==> src/rioscs_pkg.sv <==
// shared constants, types and register map of the remote io slave block
package rioscs_pkg;

  localparam int CLK_PERIOD_NS = 4;
  localparam int TICK_NS       = 1000000;
  localparam int TICK_CYCLES   = (TICK_NS + CLK_PERIOD_NS - 1) / CLK_PERIOD_NS;
  localparam int TICK_MS       = 1;
  localparam int FLASH_ON_MS   = 250;
  localparam int FLASH_OFF_MS  = 250;
  localparam int FLASH_GAP_MS  = 1000;
  localparam int FLASH_ON_TICKS  = FLASH_ON_MS / TICK_MS;
  localparam int FLASH_OFF_TICKS = FLASH_OFF_MS / TICK_MS;
  localparam int FLASH_GAP_TICKS = FLASH_GAP_MS / TICK_MS;
  localparam int CNT_W         = 16;

  localparam int SW_W          = 5;
  localparam int FB_W          = 32;
  localparam int ADDR_W        = 3;
  localparam int SW_ADDR_LSB   = 0;
  localparam int SW_MODE_A     = 3;
  localparam int SW_MODE_B     = 4;

  localparam logic [2:0] BYTES_NONE = 3'h0;
  localparam logic [2:0] BYTES_HALF = 3'h2;
  localparam logic [2:0] BYTES_FULL = 3'h4;

  localparam logic [3:0] DRV_FAULT_TYPE = 4'h4;
  localparam logic [3:0] DRV_FAULT_NUM  = 4'h1;

  localparam logic [4:0] REG_CONFIG  = 5'h00;
  localparam logic [4:0] REG_IMAGE   = 5'h04;
  localparam logic [4:0] REG_STATUS  = 5'h08;
  localparam logic [4:0] REG_MASK    = 5'h0c;
  localparam logic [4:0] REG_CODE    = 5'h10;
  localparam logic [4:0] REG_MONITOR = 5'h14;

  localparam int CFG_MODE_LSB  = 4;
  localparam int CFG_BYTES_LSB = 8;
  localparam int CODE_NUM_LSB  = 8;
  localparam int CODE_EN_BIT   = 16;
  localparam int ST_W          = 3;
  localparam int ST_TIMEOUT    = 0;
  localparam int ST_DRV_LOST   = 1;
  localparam int ST_BUS_UP     = 2;

  localparam logic [CNT_W-1:0] MONITOR_RST = 16'h0064;
  localparam logic [31:0]      CODE_RST    = 32'h0000_0000;

  typedef enum logic [3:0] {
    MODE_NONE    = 4'h1,
    MODE_NORMAL  = 4'h2,
    MODE_SHIFTED = 4'h4,
    MODE_HALVED  = 4'h8
  } rioscs_mode_t;

  typedef enum logic [3:0] {
    FL_IDLE = 4'h1,
    FL_ON   = 4'h2,
    FL_OFF  = 4'h4,
    FL_GAP  = 4'h8
  } rioscs_flash_t;

  typedef struct packed {
    logic [ADDR_W-1:0] addr;
    rioscs_mode_t      mode;
  } rioscs_cfg_t;

  typedef struct packed {
    logic bus_ok_led;
    logic bus_fault_led;
    logic failure_select_led;
    logic failure_number_led;
    logic logic_supply_ok_led;
    logic driver_supply_ok_led;
  } rioscs_leds_t;

endpackage

==> src/rioscs_flash.sv <==
// flash-pulse generator for the failure select and failure number leds
`timescale 1ns/1ps
`default_nettype none
module rioscs_flash (
  input  wire logic       clk,
  input  wire logic       reset,
  input  wire logic       tick,
  input  wire logic       en,
  input  wire logic [3:0] code_type,
  input  wire logic [3:0] code_num,
  output logic            sel_led,
  output logic            num_led
);

  rioscs_pkg::rioscs_flash_t             state_q;
  logic                                  phase_q;
  logic [3:0]                            pulses_q;
  logic [rioscs_pkg::CNT_W-1:0]          cnt_q;

  // an empty group goes straight to the pause
  function automatic rioscs_pkg::rioscs_flash_t first_state(
    input logic [3:0] count
  );
    first_state = (count == 4'h0) ? rioscs_pkg::FL_GAP : rioscs_pkg::FL_ON;
  endfunction

  always_ff @(posedge clk) begin
    if (reset || !en) begin
      state_q  <= rioscs_pkg::FL_IDLE;
      phase_q  <= 1'b0;
      pulses_q <= 4'h0;
      cnt_q    <= '0;
    end else begin
      case (state_q)
        rioscs_pkg::FL_IDLE: begin
          phase_q  <= 1'b0;
          pulses_q <= code_type;
          cnt_q    <= '0;
          state_q  <= first_state(code_type);
        end
        rioscs_pkg::FL_ON: begin
          if (tick) begin
            if (cnt_q == rioscs_pkg::CNT_W'(rioscs_pkg::FLASH_ON_TICKS - 1)) begin
              cnt_q    <= '0;
              pulses_q <= pulses_q - 4'h1;
              state_q  <= rioscs_pkg::FL_OFF;
            end else begin
              cnt_q <= cnt_q + 1'b1;
            end
          end
        end
        rioscs_pkg::FL_OFF: begin
          if (tick) begin
            if (cnt_q == rioscs_pkg::CNT_W'(rioscs_pkg::FLASH_OFF_TICKS - 1)) begin
              cnt_q   <= '0;
              state_q <= (pulses_q == 4'h0) ? rioscs_pkg::FL_GAP
                                            : rioscs_pkg::FL_ON;
            end else begin
              cnt_q <= cnt_q + 1'b1;
            end
          end
        end
        rioscs_pkg::FL_GAP: begin
          if (tick) begin
            if (cnt_q == rioscs_pkg::CNT_W'(rioscs_pkg::FLASH_GAP_TICKS - 1)) begin
              // alternate type group and number group forever
              cnt_q    <= '0;
              phase_q  <= ~phase_q;
              pulses_q <= phase_q ? code_type : code_num;
              state_q  <= first_state(phase_q ? code_type : code_num);
            end else begin
              cnt_q <= cnt_q + 1'b1;
            end
          end
        end
        default: begin
          state_q <= rioscs_pkg::FL_IDLE;
        end
      endcase
    end
  end

  assign sel_led = (state_q != rioscs_pkg::FL_IDLE) && !phase_q;
  assign num_led = (state_q == rioscs_pkg::FL_ON);

  property p_gap_dark;
    @(posedge clk) disable iff (reset)
      en && (state_q == rioscs_pkg::FL_GAP) && !tick |=>
        !num_led && (cnt_q == $past(cnt_q));
  endproperty
  a_gap_dark: assert property (p_gap_dark)
    else $error("pause not dark or counter moved without tick");

  property p_sel_phase;
    @(posedge clk) disable iff (reset)
      !reset && en && (state_q == rioscs_pkg::FL_IDLE) |=> sel_led;
  endproperty
  a_sel_phase: assert property (p_sel_phase)
    else $error("select led does not follow group kind");

endmodule
`default_nettype wire

==> src/rioscs_top.sv <==
// config latch, input image packing, status leds and avalon registers
//
// Function
// - station address is switches 1 to 3, switch 1 least significant, 0 to 7
// - switches are taken only at reset, later changes wait for next reset
// - switches 4,5: off/off none, 4 normal, 5 shifted, both halved
// - normal mode puts inputs in order, right to left, into the image
// - shifted mode alternates inputs 1-16 over bytes 0,1 and 17-32 over 2,3
// - halved mode sends only odd inputs, 32 inputs fill 2 bytes
// - green bus ok led lit while internal bus communication is active
// - fault free: bus ok on, fault off, select and number off, supplies on
// - monitor timeout: bus ok off, bus fault flashes, select and number off
// - select led lit means number led shows type, dark means number
// - type or number is shown as a count of flash pulses
// - logic supply led lit while logic, input and bus supply is present
// - driver supply led lit while output supply is present
// - output supply missing: driver led off, flash type 4 then number 1
`timescale 1ns/1ps
`default_nettype none
module rioscs_top #(
  parameter int unsigned TICK_CYCLES = rioscs_pkg::TICK_CYCLES
) (
  input  wire logic                            clk,
  input  wire logic                            reset,
  input  wire logic [rioscs_pkg::SW_W-1:0]     dip_switch,
  input  wire logic [rioscs_pkg::FB_W-1:0]     feedback_in,
  input  wire logic                            logic_supply_ok,
  input  wire logic                            driver_supply_ok,
  input  wire logic                            bus_activity,
  output logic [rioscs_pkg::ADDR_W-1:0]        station_addr,
  output logic [rioscs_pkg::FB_W-1:0]          input_process_image,
  output logic [2:0]                           image_bytes,
  output rioscs_pkg::rioscs_leds_t             leds,
  input  wire logic [4:0]                      avs_address,
  input  wire logic                            avs_read,
  input  wire logic                            avs_write,
  input  wire logic [31:0]                     avs_writedata,
  input  wire logic [3:0]                      avs_byteenable,
  output logic [31:0]                          avs_readdata,
  output logic                                 avs_waitrequest,
  output logic                                 irq
);

  logic [rioscs_pkg::SW_W-1:0]   sw_meta_q;
  logic [rioscs_pkg::SW_W-1:0]   sw_sync_q;
  logic [rioscs_pkg::FB_W-1:0]   fb_meta_q;
  logic [rioscs_pkg::FB_W-1:0]   fb_sync_q;
  logic [1:0]                    sup_meta_q;
  logic [1:0]                    sup_sync_q;
  rioscs_pkg::rioscs_cfg_t       cfg_q;
  logic [rioscs_pkg::FB_W-1:0]   shifted_img;
  logic [rioscs_pkg::FB_W-1:0]   halved_img;
  logic [rioscs_pkg::FB_W-1:0]   image_q;
  logic [2:0]                    bytes_q;
  logic [31:0]                   tick_cnt_q;
  logic                          tick;
  logic [rioscs_pkg::CNT_W-1:0]  mon_cnt_q;
  logic [rioscs_pkg::CNT_W-1:0]  monitor_q;
  logic                          active_q;
  logic                          timeout_q;
  logic [rioscs_pkg::CNT_W-1:0]  blink_cnt_q;
  logic                          blink_q;
  logic                          drv_ok_d1_q;
  logic [rioscs_pkg::ST_W-1:0]   status_q;
  logic [rioscs_pkg::ST_W-1:0]   mask_q;
  logic [rioscs_pkg::ST_W-1:0]   events;
  logic [rioscs_pkg::ST_W-1:0]   clear_bits;
  logic [31:0]                   code_q;
  logic                          ack_q;
  logic                          wr_go;
  logic [31:0]                   readdata_q;
  logic                          flash_en;
  logic [3:0]                    flash_type;
  logic [3:0]                    flash_num;
  logic                          flash_sel;
  logic                          flash_num_led;
  rioscs_pkg::rioscs_leds_t      leds_q;

  // two-stage synchronisers for switch, input and supply pins; bus_activity, reset and avalon pins are not synchronised
  always_ff @(posedge clk) begin
    sw_meta_q  <= dip_switch;
    sw_sync_q  <= sw_meta_q;
    fb_meta_q  <= feedback_in;
    fb_sync_q  <= fb_meta_q;
    sup_meta_q <= {driver_supply_ok, logic_supply_ok};
    sup_sync_q <= sup_meta_q;
  end

  function automatic rioscs_pkg::rioscs_cfg_t decode_cfg(
    input logic [rioscs_pkg::SW_W-1:0] sw
  );
    rioscs_pkg::rioscs_cfg_t c;
    c.addr = sw[rioscs_pkg::SW_ADDR_LSB +: rioscs_pkg::ADDR_W];
    case ({sw[rioscs_pkg::SW_MODE_B], sw[rioscs_pkg::SW_MODE_A]})
      2'b01:   c.mode = rioscs_pkg::MODE_NORMAL;
      2'b10:   c.mode = rioscs_pkg::MODE_SHIFTED;
      2'b11:   c.mode = rioscs_pkg::MODE_HALVED;
      default: c.mode = rioscs_pkg::MODE_NONE;
    endcase
    decode_cfg = c;
  endfunction

  // switches copied only while reset is held
  always_ff @(posedge clk) begin
    if (reset) begin
      cfg_q <= decode_cfg(sw_sync_q);
    end
  end

  assign station_addr = cfg_q.addr;

  // input j of a group of 16 goes to even or odd byte by its parity
  genvar j;
  generate
    for (j = 0; j < 8; j++) begin : g_pack
      assign shifted_img[j]      = fb_sync_q[2*j];
      assign shifted_img[8+j]    = fb_sync_q[2*j+1];
      assign shifted_img[16+j]   = fb_sync_q[16+2*j];
      assign shifted_img[24+j]   = fb_sync_q[17+2*j];
      assign halved_img[j]       = fb_sync_q[2*j];
      assign halved_img[8+j]     = fb_sync_q[16+2*j];
      assign halved_img[16+j]    = 1'b0;
      assign halved_img[24+j]    = 1'b0;
    end
  endgenerate

  always_ff @(posedge clk) begin
    if (reset) begin
      image_q <= '0;
      bytes_q <= rioscs_pkg::BYTES_NONE;
    end else begin
      case (cfg_q.mode)
        rioscs_pkg::MODE_NORMAL: begin
          image_q <= fb_sync_q;
          bytes_q <= rioscs_pkg::BYTES_FULL;
        end
        rioscs_pkg::MODE_SHIFTED: begin
          image_q <= shifted_img;
          bytes_q <= rioscs_pkg::BYTES_FULL;
        end
        rioscs_pkg::MODE_HALVED: begin
          image_q <= halved_img;
          bytes_q <= rioscs_pkg::BYTES_HALF;
        end
        default: begin
          image_q <= '0;
          bytes_q <= rioscs_pkg::BYTES_NONE;
        end
      endcase
    end
  end

  assign input_process_image = image_q;
  assign image_bytes         = bytes_q;

  // millisecond tick enable
  always_ff @(posedge clk) begin
    if (reset || tick) begin
      tick_cnt_q <= '0;
    end else begin
      tick_cnt_q <= tick_cnt_q + 32'h1;
    end
  end
  assign tick = (tick_cnt_q == 32'(TICK_CYCLES - 1));

  // signal monitoring of the main terminal's activations
  always_ff @(posedge clk) begin
    if (reset) begin
      mon_cnt_q <= '0;
      active_q  <= 1'b0;
      timeout_q <= 1'b0;
    end else if (bus_activity) begin
      mon_cnt_q <= '0;
      active_q  <= 1'b1;
      timeout_q <= 1'b0;
    end else if (tick && !timeout_q) begin
      if (mon_cnt_q + 1'b1 >= monitor_q) begin
        active_q  <= 1'b0;
        timeout_q <= 1'b1;
      end else begin
        mon_cnt_q <= mon_cnt_q + 1'b1;
      end
    end
  end

  // bus fault blink, half period equals one flash pulse
  always_ff @(posedge clk) begin
    if (reset || !timeout_q) begin
      blink_cnt_q <= '0;
      blink_q     <= 1'b1;
    end else if (tick) begin
      if (blink_cnt_q == rioscs_pkg::CNT_W'(rioscs_pkg::FLASH_ON_TICKS - 1)) begin
        blink_cnt_q <= '0;
        blink_q     <= ~blink_q;
      end else begin
        blink_cnt_q <= blink_cnt_q + 1'b1;
      end
    end
  end

  // what the flash code shows: bus fault keeps it dark
  always_comb begin
    flash_en   = 1'b0;
    flash_type = 4'h0;
    flash_num  = 4'h0;
    if (timeout_q) begin
      flash_en = 1'b0;
    end else if (!sup_sync_q[1]) begin
      flash_en   = 1'b1;
      flash_type = rioscs_pkg::DRV_FAULT_TYPE;
      flash_num  = rioscs_pkg::DRV_FAULT_NUM;
    end else if (code_q[rioscs_pkg::CODE_EN_BIT]) begin
      flash_en   = 1'b1;
      flash_type = code_q[3:0];
      flash_num  = code_q[rioscs_pkg::CODE_NUM_LSB +: 4];
    end
  end

  rioscs_flash u_flash (
    .clk       (clk),
    .reset     (reset),
    .tick      (tick),
    .en        (flash_en),
    .code_type (flash_type),
    .code_num  (flash_num),
    .sel_led   (flash_sel),
    .num_led   (flash_num_led)
  );

  always_ff @(posedge clk) begin
    if (reset) begin
      leds_q <= '0;
    end else begin
      leds_q.bus_ok_led           <= active_q;
      leds_q.bus_fault_led        <= timeout_q && blink_q;
      leds_q.failure_select_led   <= flash_sel;
      leds_q.failure_number_led   <= flash_num_led;
      leds_q.logic_supply_ok_led  <= sup_sync_q[0];
      leds_q.driver_supply_ok_led <= sup_sync_q[1];
    end
  end
  assign leds = leds_q;

  // interrupt events
  always_ff @(posedge clk) begin
    if (reset) begin
      drv_ok_d1_q <= 1'b1;
    end else begin
      drv_ok_d1_q <= sup_sync_q[1];
    end
  end

  always_comb begin
    events = '0;
    events[rioscs_pkg::ST_TIMEOUT]  = tick && !timeout_q && !bus_activity &&
                                      (mon_cnt_q + 1'b1 >= monitor_q);
    events[rioscs_pkg::ST_DRV_LOST] = drv_ok_d1_q && !sup_sync_q[1];
    events[rioscs_pkg::ST_BUS_UP]   = bus_activity && !active_q;
  end

  // avalon slave: one wait state on every access
  function automatic logic [31:0] be_merge(
    input logic [31:0] old,
    input logic [31:0] wdata,
    input logic [3:0]  be
  );
    logic [31:0] r;
    r = old;
    for (int b = 0; b < 4; b++) begin
      if (be[b]) begin
        r[8*b +: 8] = wdata[8*b +: 8];
      end
    end
    be_merge = r;
  endfunction

  assign avs_waitrequest = (avs_read || avs_write) && !ack_q;
  assign wr_go           = avs_write && ack_q;

  always_ff @(posedge clk) begin
    if (reset) begin
      ack_q <= 1'b0;
    end else begin
      ack_q <= (avs_read || avs_write) && !ack_q;
    end
  end

  assign clear_bits = (wr_go && avs_address == rioscs_pkg::REG_STATUS) ?
    rioscs_pkg::ST_W'(be_merge(32'h0, avs_writedata, avs_byteenable)) :
    '0;

  always_ff @(posedge clk) begin
    if (reset) begin
      status_q <= '0;
    end else begin
      status_q <= (status_q & ~clear_bits) | events;
    end
  end

  always_ff @(posedge clk) begin
    if (reset) begin
      mask_q    <= '0;
      code_q    <= rioscs_pkg::CODE_RST;
      monitor_q <= rioscs_pkg::MONITOR_RST;
    end else if (wr_go) begin
      case (avs_address)
        rioscs_pkg::REG_MASK:
          mask_q <= rioscs_pkg::ST_W'(be_merge(32'(mask_q), avs_writedata,
                                               avs_byteenable));
        rioscs_pkg::REG_CODE:
          code_q <= be_merge(code_q, avs_writedata, avs_byteenable);
        rioscs_pkg::REG_MONITOR:
          monitor_q <= rioscs_pkg::CNT_W'(
            be_merge(32'(monitor_q), avs_writedata, avs_byteenable));
        default: begin
        end
      endcase
    end
  end

  always_ff @(posedge clk) begin
    if (reset) begin
      readdata_q <= '0;
    end else if (avs_read && !ack_q) begin
      case (avs_address)
        rioscs_pkg::REG_CONFIG:
          readdata_q <= {21'h0, bytes_q, cfg_q.mode, 1'b0, cfg_q.addr};
        rioscs_pkg::REG_IMAGE:   readdata_q <= image_q;
        rioscs_pkg::REG_STATUS:  readdata_q <= 32'(status_q);
        rioscs_pkg::REG_MASK:    readdata_q <= 32'(mask_q);
        rioscs_pkg::REG_CODE:    readdata_q <= code_q;
        rioscs_pkg::REG_MONITOR: readdata_q <= 32'(monitor_q);
        default:                 readdata_q <= 32'h0;
      endcase
    end
  end
  assign avs_readdata = readdata_q;
  assign irq          = |(status_q & mask_q);

  property p_cfg_hold;
    @(posedge clk) disable iff (reset)
      1'b1 |=> $stable(cfg_q);
  endproperty
  a_cfg_hold: assert property (p_cfg_hold)
    else $error("configuration changed outside reset");

  property p_addr_from_sw;
    @(posedge clk) disable iff (reset)
      $fell(reset) |-> station_addr == $past(sw_sync_q[2:0]);
  endproperty
  a_addr_from_sw: assert property (p_addr_from_sw)
    else $error("station address not taken from switches 1 to 3");

  property p_mode_decode;
    @(posedge clk) disable iff (reset)
      $fell(reset) |->
        ((cfg_q.mode == rioscs_pkg::MODE_SHIFTED) ==
         ($past(sw_sync_q[4]) && !$past(sw_sync_q[3])));
  endproperty
  a_mode_decode: assert property (p_mode_decode)
    else $error("shifted mode decoded from wrong switches");

  property p_normal;
    @(posedge clk) disable iff (reset)
      !reset && (cfg_q.mode == rioscs_pkg::MODE_NORMAL) |=>
        image_q == $past(fb_sync_q) && bytes_q == 3'h4;
  endproperty
  a_normal: assert property (p_normal)
    else $error("normal image not in order");

  property p_shifted;
    @(posedge clk) disable iff (reset)
      !reset && (cfg_q.mode == rioscs_pkg::MODE_SHIFTED) |=>
        image_q[8] == $past(fb_sync_q[1]) &&
        image_q[17] == $past(fb_sync_q[18]);
  endproperty
  a_shifted: assert property (p_shifted)
    else $error("shifted image misplaced");

  property p_halved;
    @(posedge clk) disable iff (reset)
      !reset && (cfg_q.mode == rioscs_pkg::MODE_HALVED) |=>
        image_q[1] == $past(fb_sync_q[2]) && bytes_q == 3'h2 &&
        image_q[31:16] == 16'h0;
  endproperty
  a_halved: assert property (p_halved)
    else $error("halved image wrong");

  property p_none;
    @(posedge clk) disable iff (reset)
      cfg_q.mode == rioscs_pkg::MODE_NONE |=> bytes_q == 3'h0;
  endproperty
  a_none: assert property (p_none)
    else $error("bytes reported with no inputs");

  property p_timeout_leds;
    @(posedge clk) disable iff (reset)
      timeout_q && !bus_activity |=> ##1 !leds.bus_ok_led &&
        !leds.failure_select_led && !leds.failure_number_led;
  endproperty
  a_timeout_leds: assert property (p_timeout_leds)
    else $error("leds wrong after monitor timeout");

  property p_drv_code;
    @(posedge clk) disable iff (reset)
      !timeout_q && !sup_sync_q[1] |->
        (flash_en && flash_type == 4'h4 && flash_num == 4'h1) ##1
        !leds.driver_supply_ok_led;
  endproperty
  a_drv_code: assert property (p_drv_code)
    else $error("missing output supply not flashed as 4 then 1");

  property p_wait_one;
    @(posedge clk) disable iff (reset)
      (avs_read || avs_write) && !ack_q |=> !avs_waitrequest;
  endproperty
  a_wait_one: assert property (p_wait_one)
    else $error("access not answered after one wait state");

endmodule
`default_nettype wire

==> config.mk <==
export PLATFORM = sky130hd
export DESIGN_NAME = rioscs_top
export DESIGN_NICKNAME = d
export VERILOG_FILES = /design/src/rioscs_pkg.sv /design/src/rioscs_flash.sv /design/src/rioscs_top.sv
export SDC_FILE = /design/constraint.sdc
export NUM_CORES = 1
export LEC_CHECK = 0
export BUFFER_PORTS_ARGS = -buffer_cell sky130_fd_sc_hd__buf_4
export CELL_PAD_IN_SITES_DETAIL_PLACEMENT = 2
export CELL_PAD_IN_SITES_GLOBAL_PLACEMENT = 2
export CORE_ASPECT_RATIO = 1.5
export CORE_MARGIN = 5
export CORE_UTILIZATION = 25
export CTS_BUF_LIST = sky130_fd_sc_hd__clkbuf_8
export CTS_CLUSTER_DIAMETER = 40
export DETAILED_ROUTE_END_ITERATION = 16
export MAX_ROUTING_LAYER = met4
export PLACE_DENSITY = 0.64
export SYNTH_ARGS = -nofsm -noshare
export SYNTH_HDL_FRONTEND = slang
export SYNTH_SLANG_ARGS = --single-unit
export TNS_END_PERCENT = 1
==> constraint.sdc <==
create_clock -name clk -period 4 [get_ports clk]
set_input_delay 0.4 -clock clk [delete_from_list [all_inputs] [get_ports clk]]
set_output_delay 0.4 -clock clk [all_outputs]
set_load 0.03 [all_outputs]
==> out/metrics.cfg <==
[setup_path]
worst-endpoint-required_ns=4.53
crit_path_end_kind=flop
cp_slowest_stage_delay_ns=0.50
critPathBufInv=0
worstPathArrival_ns=3.95
crit_chain=and3_1 > nand4_1 > nor2_1 > xor2_1 > ha_1 > a21oi_1 > o211ai_1 > a211oi_1 > o21ai_2 > or4_1 > a21oi_1
startpoint_type=flop
crit_family=compound AO/OA/AOI/OAI gates
cp_max_fo=18
crit_path_frequent_cell=a21oi_1
cp_slowest_cell=or4_1
criticalPathCategory=flop to flop

[grt]
track_usage=0.163
grt_pass1_wl_microns=67100
grt_max_degree=59
antenna_found_initial=2
grt_pass1_vias=11679
overflow=0

[yosys]
async_flop_share=0
syn-instance-count=1281
ys_seq_area_frac=0.511
synth_cell_types=74
synth_flop_cell=dfxtp_1
synth_nets=1390
synth-seq-cells=305
syn_area_sq_um=12100
synth_warnings=0
synth_edf_count=7
avgSynthCellArea_sq_um=9.43

[floorplan]
core_area_sq_um=47800
start_util=0.253
io_pins=163
die_w_microns=189
dieArea_sq_um=52900
placement_rows=98
fp.dieH_microns=279

[sta]
setup_violations=0
fin_crit_ns=3.42
max-slew-margin-rel=0.288
fmax_mhz=293
hold_violations=0
fin_skew_ns=0.0424
final-max-slew-violation-count=0
period_share=0.854
tightestPinTransition_ns=1.06
setup_tns_ns=0
grt_setup_unrepaired=no

[outcome]
status=finished, final reports clean

[power]
p_int_mw=4.98
p_sw_mw=1.67
combPwrFrac=0.057
peakVddDrop_mv=0.194
leakagePower_nw=5.80
clkPwrFrac=0.466
switching_share=0.251
powerDensity_nw_per_um2=426
pwr-share-seq=0.477
fin_total_pwr_mw=6.65

[clock_tree]
cts_buffer_depth=3
clk_pin_slew_ns=0.07
cts_buffers=52
postCtsSetupRepairBufs=0
cts_tree=built
root_buffer=clkbuf_8
cts.htree.levels=2
clock_sinks=305
insertion_delay_ns=0.64

[cells_and_area]
final_cell_mix=dfxtp_1 (298), nor2_1 (218), buf_4 (179)
layout_commonest_cell=dfxtp_1
fin_nets=1611
drive_gt1_frac=0.194
postLayoutCoreUtil=0.327
design_area_sq_um=15600
area_growth_pct=29.3

[routing]
post_drt_wl_per_cell_microns=20.1
post-route-drc-count=0
drtIter0Drc=307
ant_nets=0
dr.pass1.iters=6
num_vias=10480
routed_wl_microns=43100
vias_per_cell=4.89

[run]
max_cap_violations=0

[placed_design]
port_buffers=161
hpwl_microns=31600
place_area_sq_um=13900
place.gp.congestion=0.773

[hold_path]
min_path_type=input pin to flop

[state kept, by name, indices dropped and copies added (netlist names), 3 cells and up]
signal               cells
code_q                  32
input_process_image     32
sw_meta_q                5
sw_sync_q                5
mon_cnt_q               16
mask_q                   3
status_q                 3
fb_sync_q               32
tick_cnt_q              32
fb_meta_q               32
station_addr             3
leds                     6
blink_cnt_q             16
u_flash.state_q          4
u_flash.pulses_q         4
monitor_q               16
cfg_q                    4
avs_readdata            32
u_flash.cnt_q           16
[cell type report]
class	instances	area, sq um
diodes	2	5.00
flip-flops and latches	305	6180
clock buffers	62	853
inverters	33	124
clock inverters	33	292
repair buffers	236	1910
well taps	600	751
fillers	5290	32200
multi-input cells	874	5500
[synthesized netlist by cell type, types with 5 or more instances]
cell | count | area share
o21ai_0 | 19 | 0.0079
a211oi_1 | 7 | 0.0043
dfxtp_1 | 298 | 0.49
ha_1 | 24 | 0.025
nor4_1 | 12 | 0.0062
nor2_1 | 218 | 0.068
inv_1 | 33 | 0.010
or4_1 | 10 | 0.0062
nand3_1 | 44 | 0.018
and4_1 | 12 | 0.0087
a21oi_1 | 76 | 0.031
or3_1 | 14 | 0.0072
a22oi_1 | 61 | 0.038
nand2_1 | 62 | 0.019
nand4_1 | 29 | 0.015
and2_1 | 13 | 0.0067
nor4b_1 | 8 | 0.0058
nor2_2 | 5 | 0.0026
nor3_2 | 5 | 0.0041
buf_2 | 8 | 0.0033
xnor2_1 | 32 | 0.023
edfxtp_1 | 7 | 0.017
buf_4 | 5 | 0.0031
clkbuf_1 | 50 | 0.016
mux2i_1 | 42 | 0.035
and3_1 | 11 | 0.0057
nor2b_1 | 8 | 0.0041
xor2_1 | 34 | 0.025
nand2b_1 | 5 | 0.0026
a222oi_1 | 15 | 0.012
o31ai_1 | 13 | 0.0081
nor3_1 | 24 | 0.0099
a31oi_1 | 5 | 0.0026
[layer usage]
layer,part of all wire,track usage,vias to the layer above
li1,-,-,5032
met3,0.038,0.0283,65
met2,0.54,0.305,179
met5,0,-,-
met4,0.023,0.0462,0
met1,0.40,0.177,5204
[kinds of logic after synthesis]
logic type,after synthesis,synth area share
and+or+nand+nor,507,0.213
xor gates and xnor gates,66,0.0478
muxes,42,0.0348
AOI/OAI and AO/OA,234,0.133
other,1,0.000310
DFF,305,0.511
buffers and inverters,102,0.0353
adders and majority gates,24,0.0249
[power by group through the flow]
| stage | Clock (mW) | Combinational, mW | Sequential, mW |
|---|---|---|---|
| final | 3.10 | 0.381 | 3.17 |
| after global placement | 0 | 0.333 | 3.24 |
| after floorplan | 0 | 0.154 | 3.23 |
| after CTS | 3.21 | 0.387 | 3.17 |
| after detailed placement | 0 | 0.339 | 3.24 |
| after global routing | 3.36 | 0.413 | 3.18 |
[worst min-delay path, delay by kind of cell]
family	cells	cell delay (ns)
buffers and inverters	1	0.11
and+or+nand+nor	1	0.07
muxes	1	0.06
[stage by stage]
stage / cells / hold WS (ns) / worst slack, ns
2_1_floorplan: 1281 / 0.310 / 1.15
3_3_place_gp: 1991 / 0.310 / 0.592
3_5_place_dp: 1991 / 0.313 / 0.416
4_1_cts: 2143 / 0.0101 / 0.393
5_1_grt: 2145 / 0.0380 / 0.173
6_report: 2145 / 0.0489 / 0.583
[path summary, 6_finish.rpt]
kind / startpoint / to / slack, ns / cells past startpoint
worst min-delay path: avs_writedata[3] / code_q[3]$_SDFFE_PP0P_ / 0.05 / 3
worst max register to register: mon_cnt_q[0]$_SDFFE_PP0P_ / mon_cnt_q[5]$_SDFFE_PP0P_ / 0.58 / 11
worst max-delay path: mon_cnt_q[0]$_SDFFE_PP0P_ / mon_cnt_q[5]$_SDFFE_PP0P_ / 0.58 / 11
worst min register to register: fb_meta_q[3]$_DFF_P_ / fb_sync_q[3]$_DFF_P_ / 0.31 / 0
[repair_timing]
item	4_1_cts	5_1_grt
hold buffers	57	0
endpoints found under the setup margin	0	3
resized for setup	0	1
hold endpoints to repair	58	0
Power figures use the tool's default switching activity.
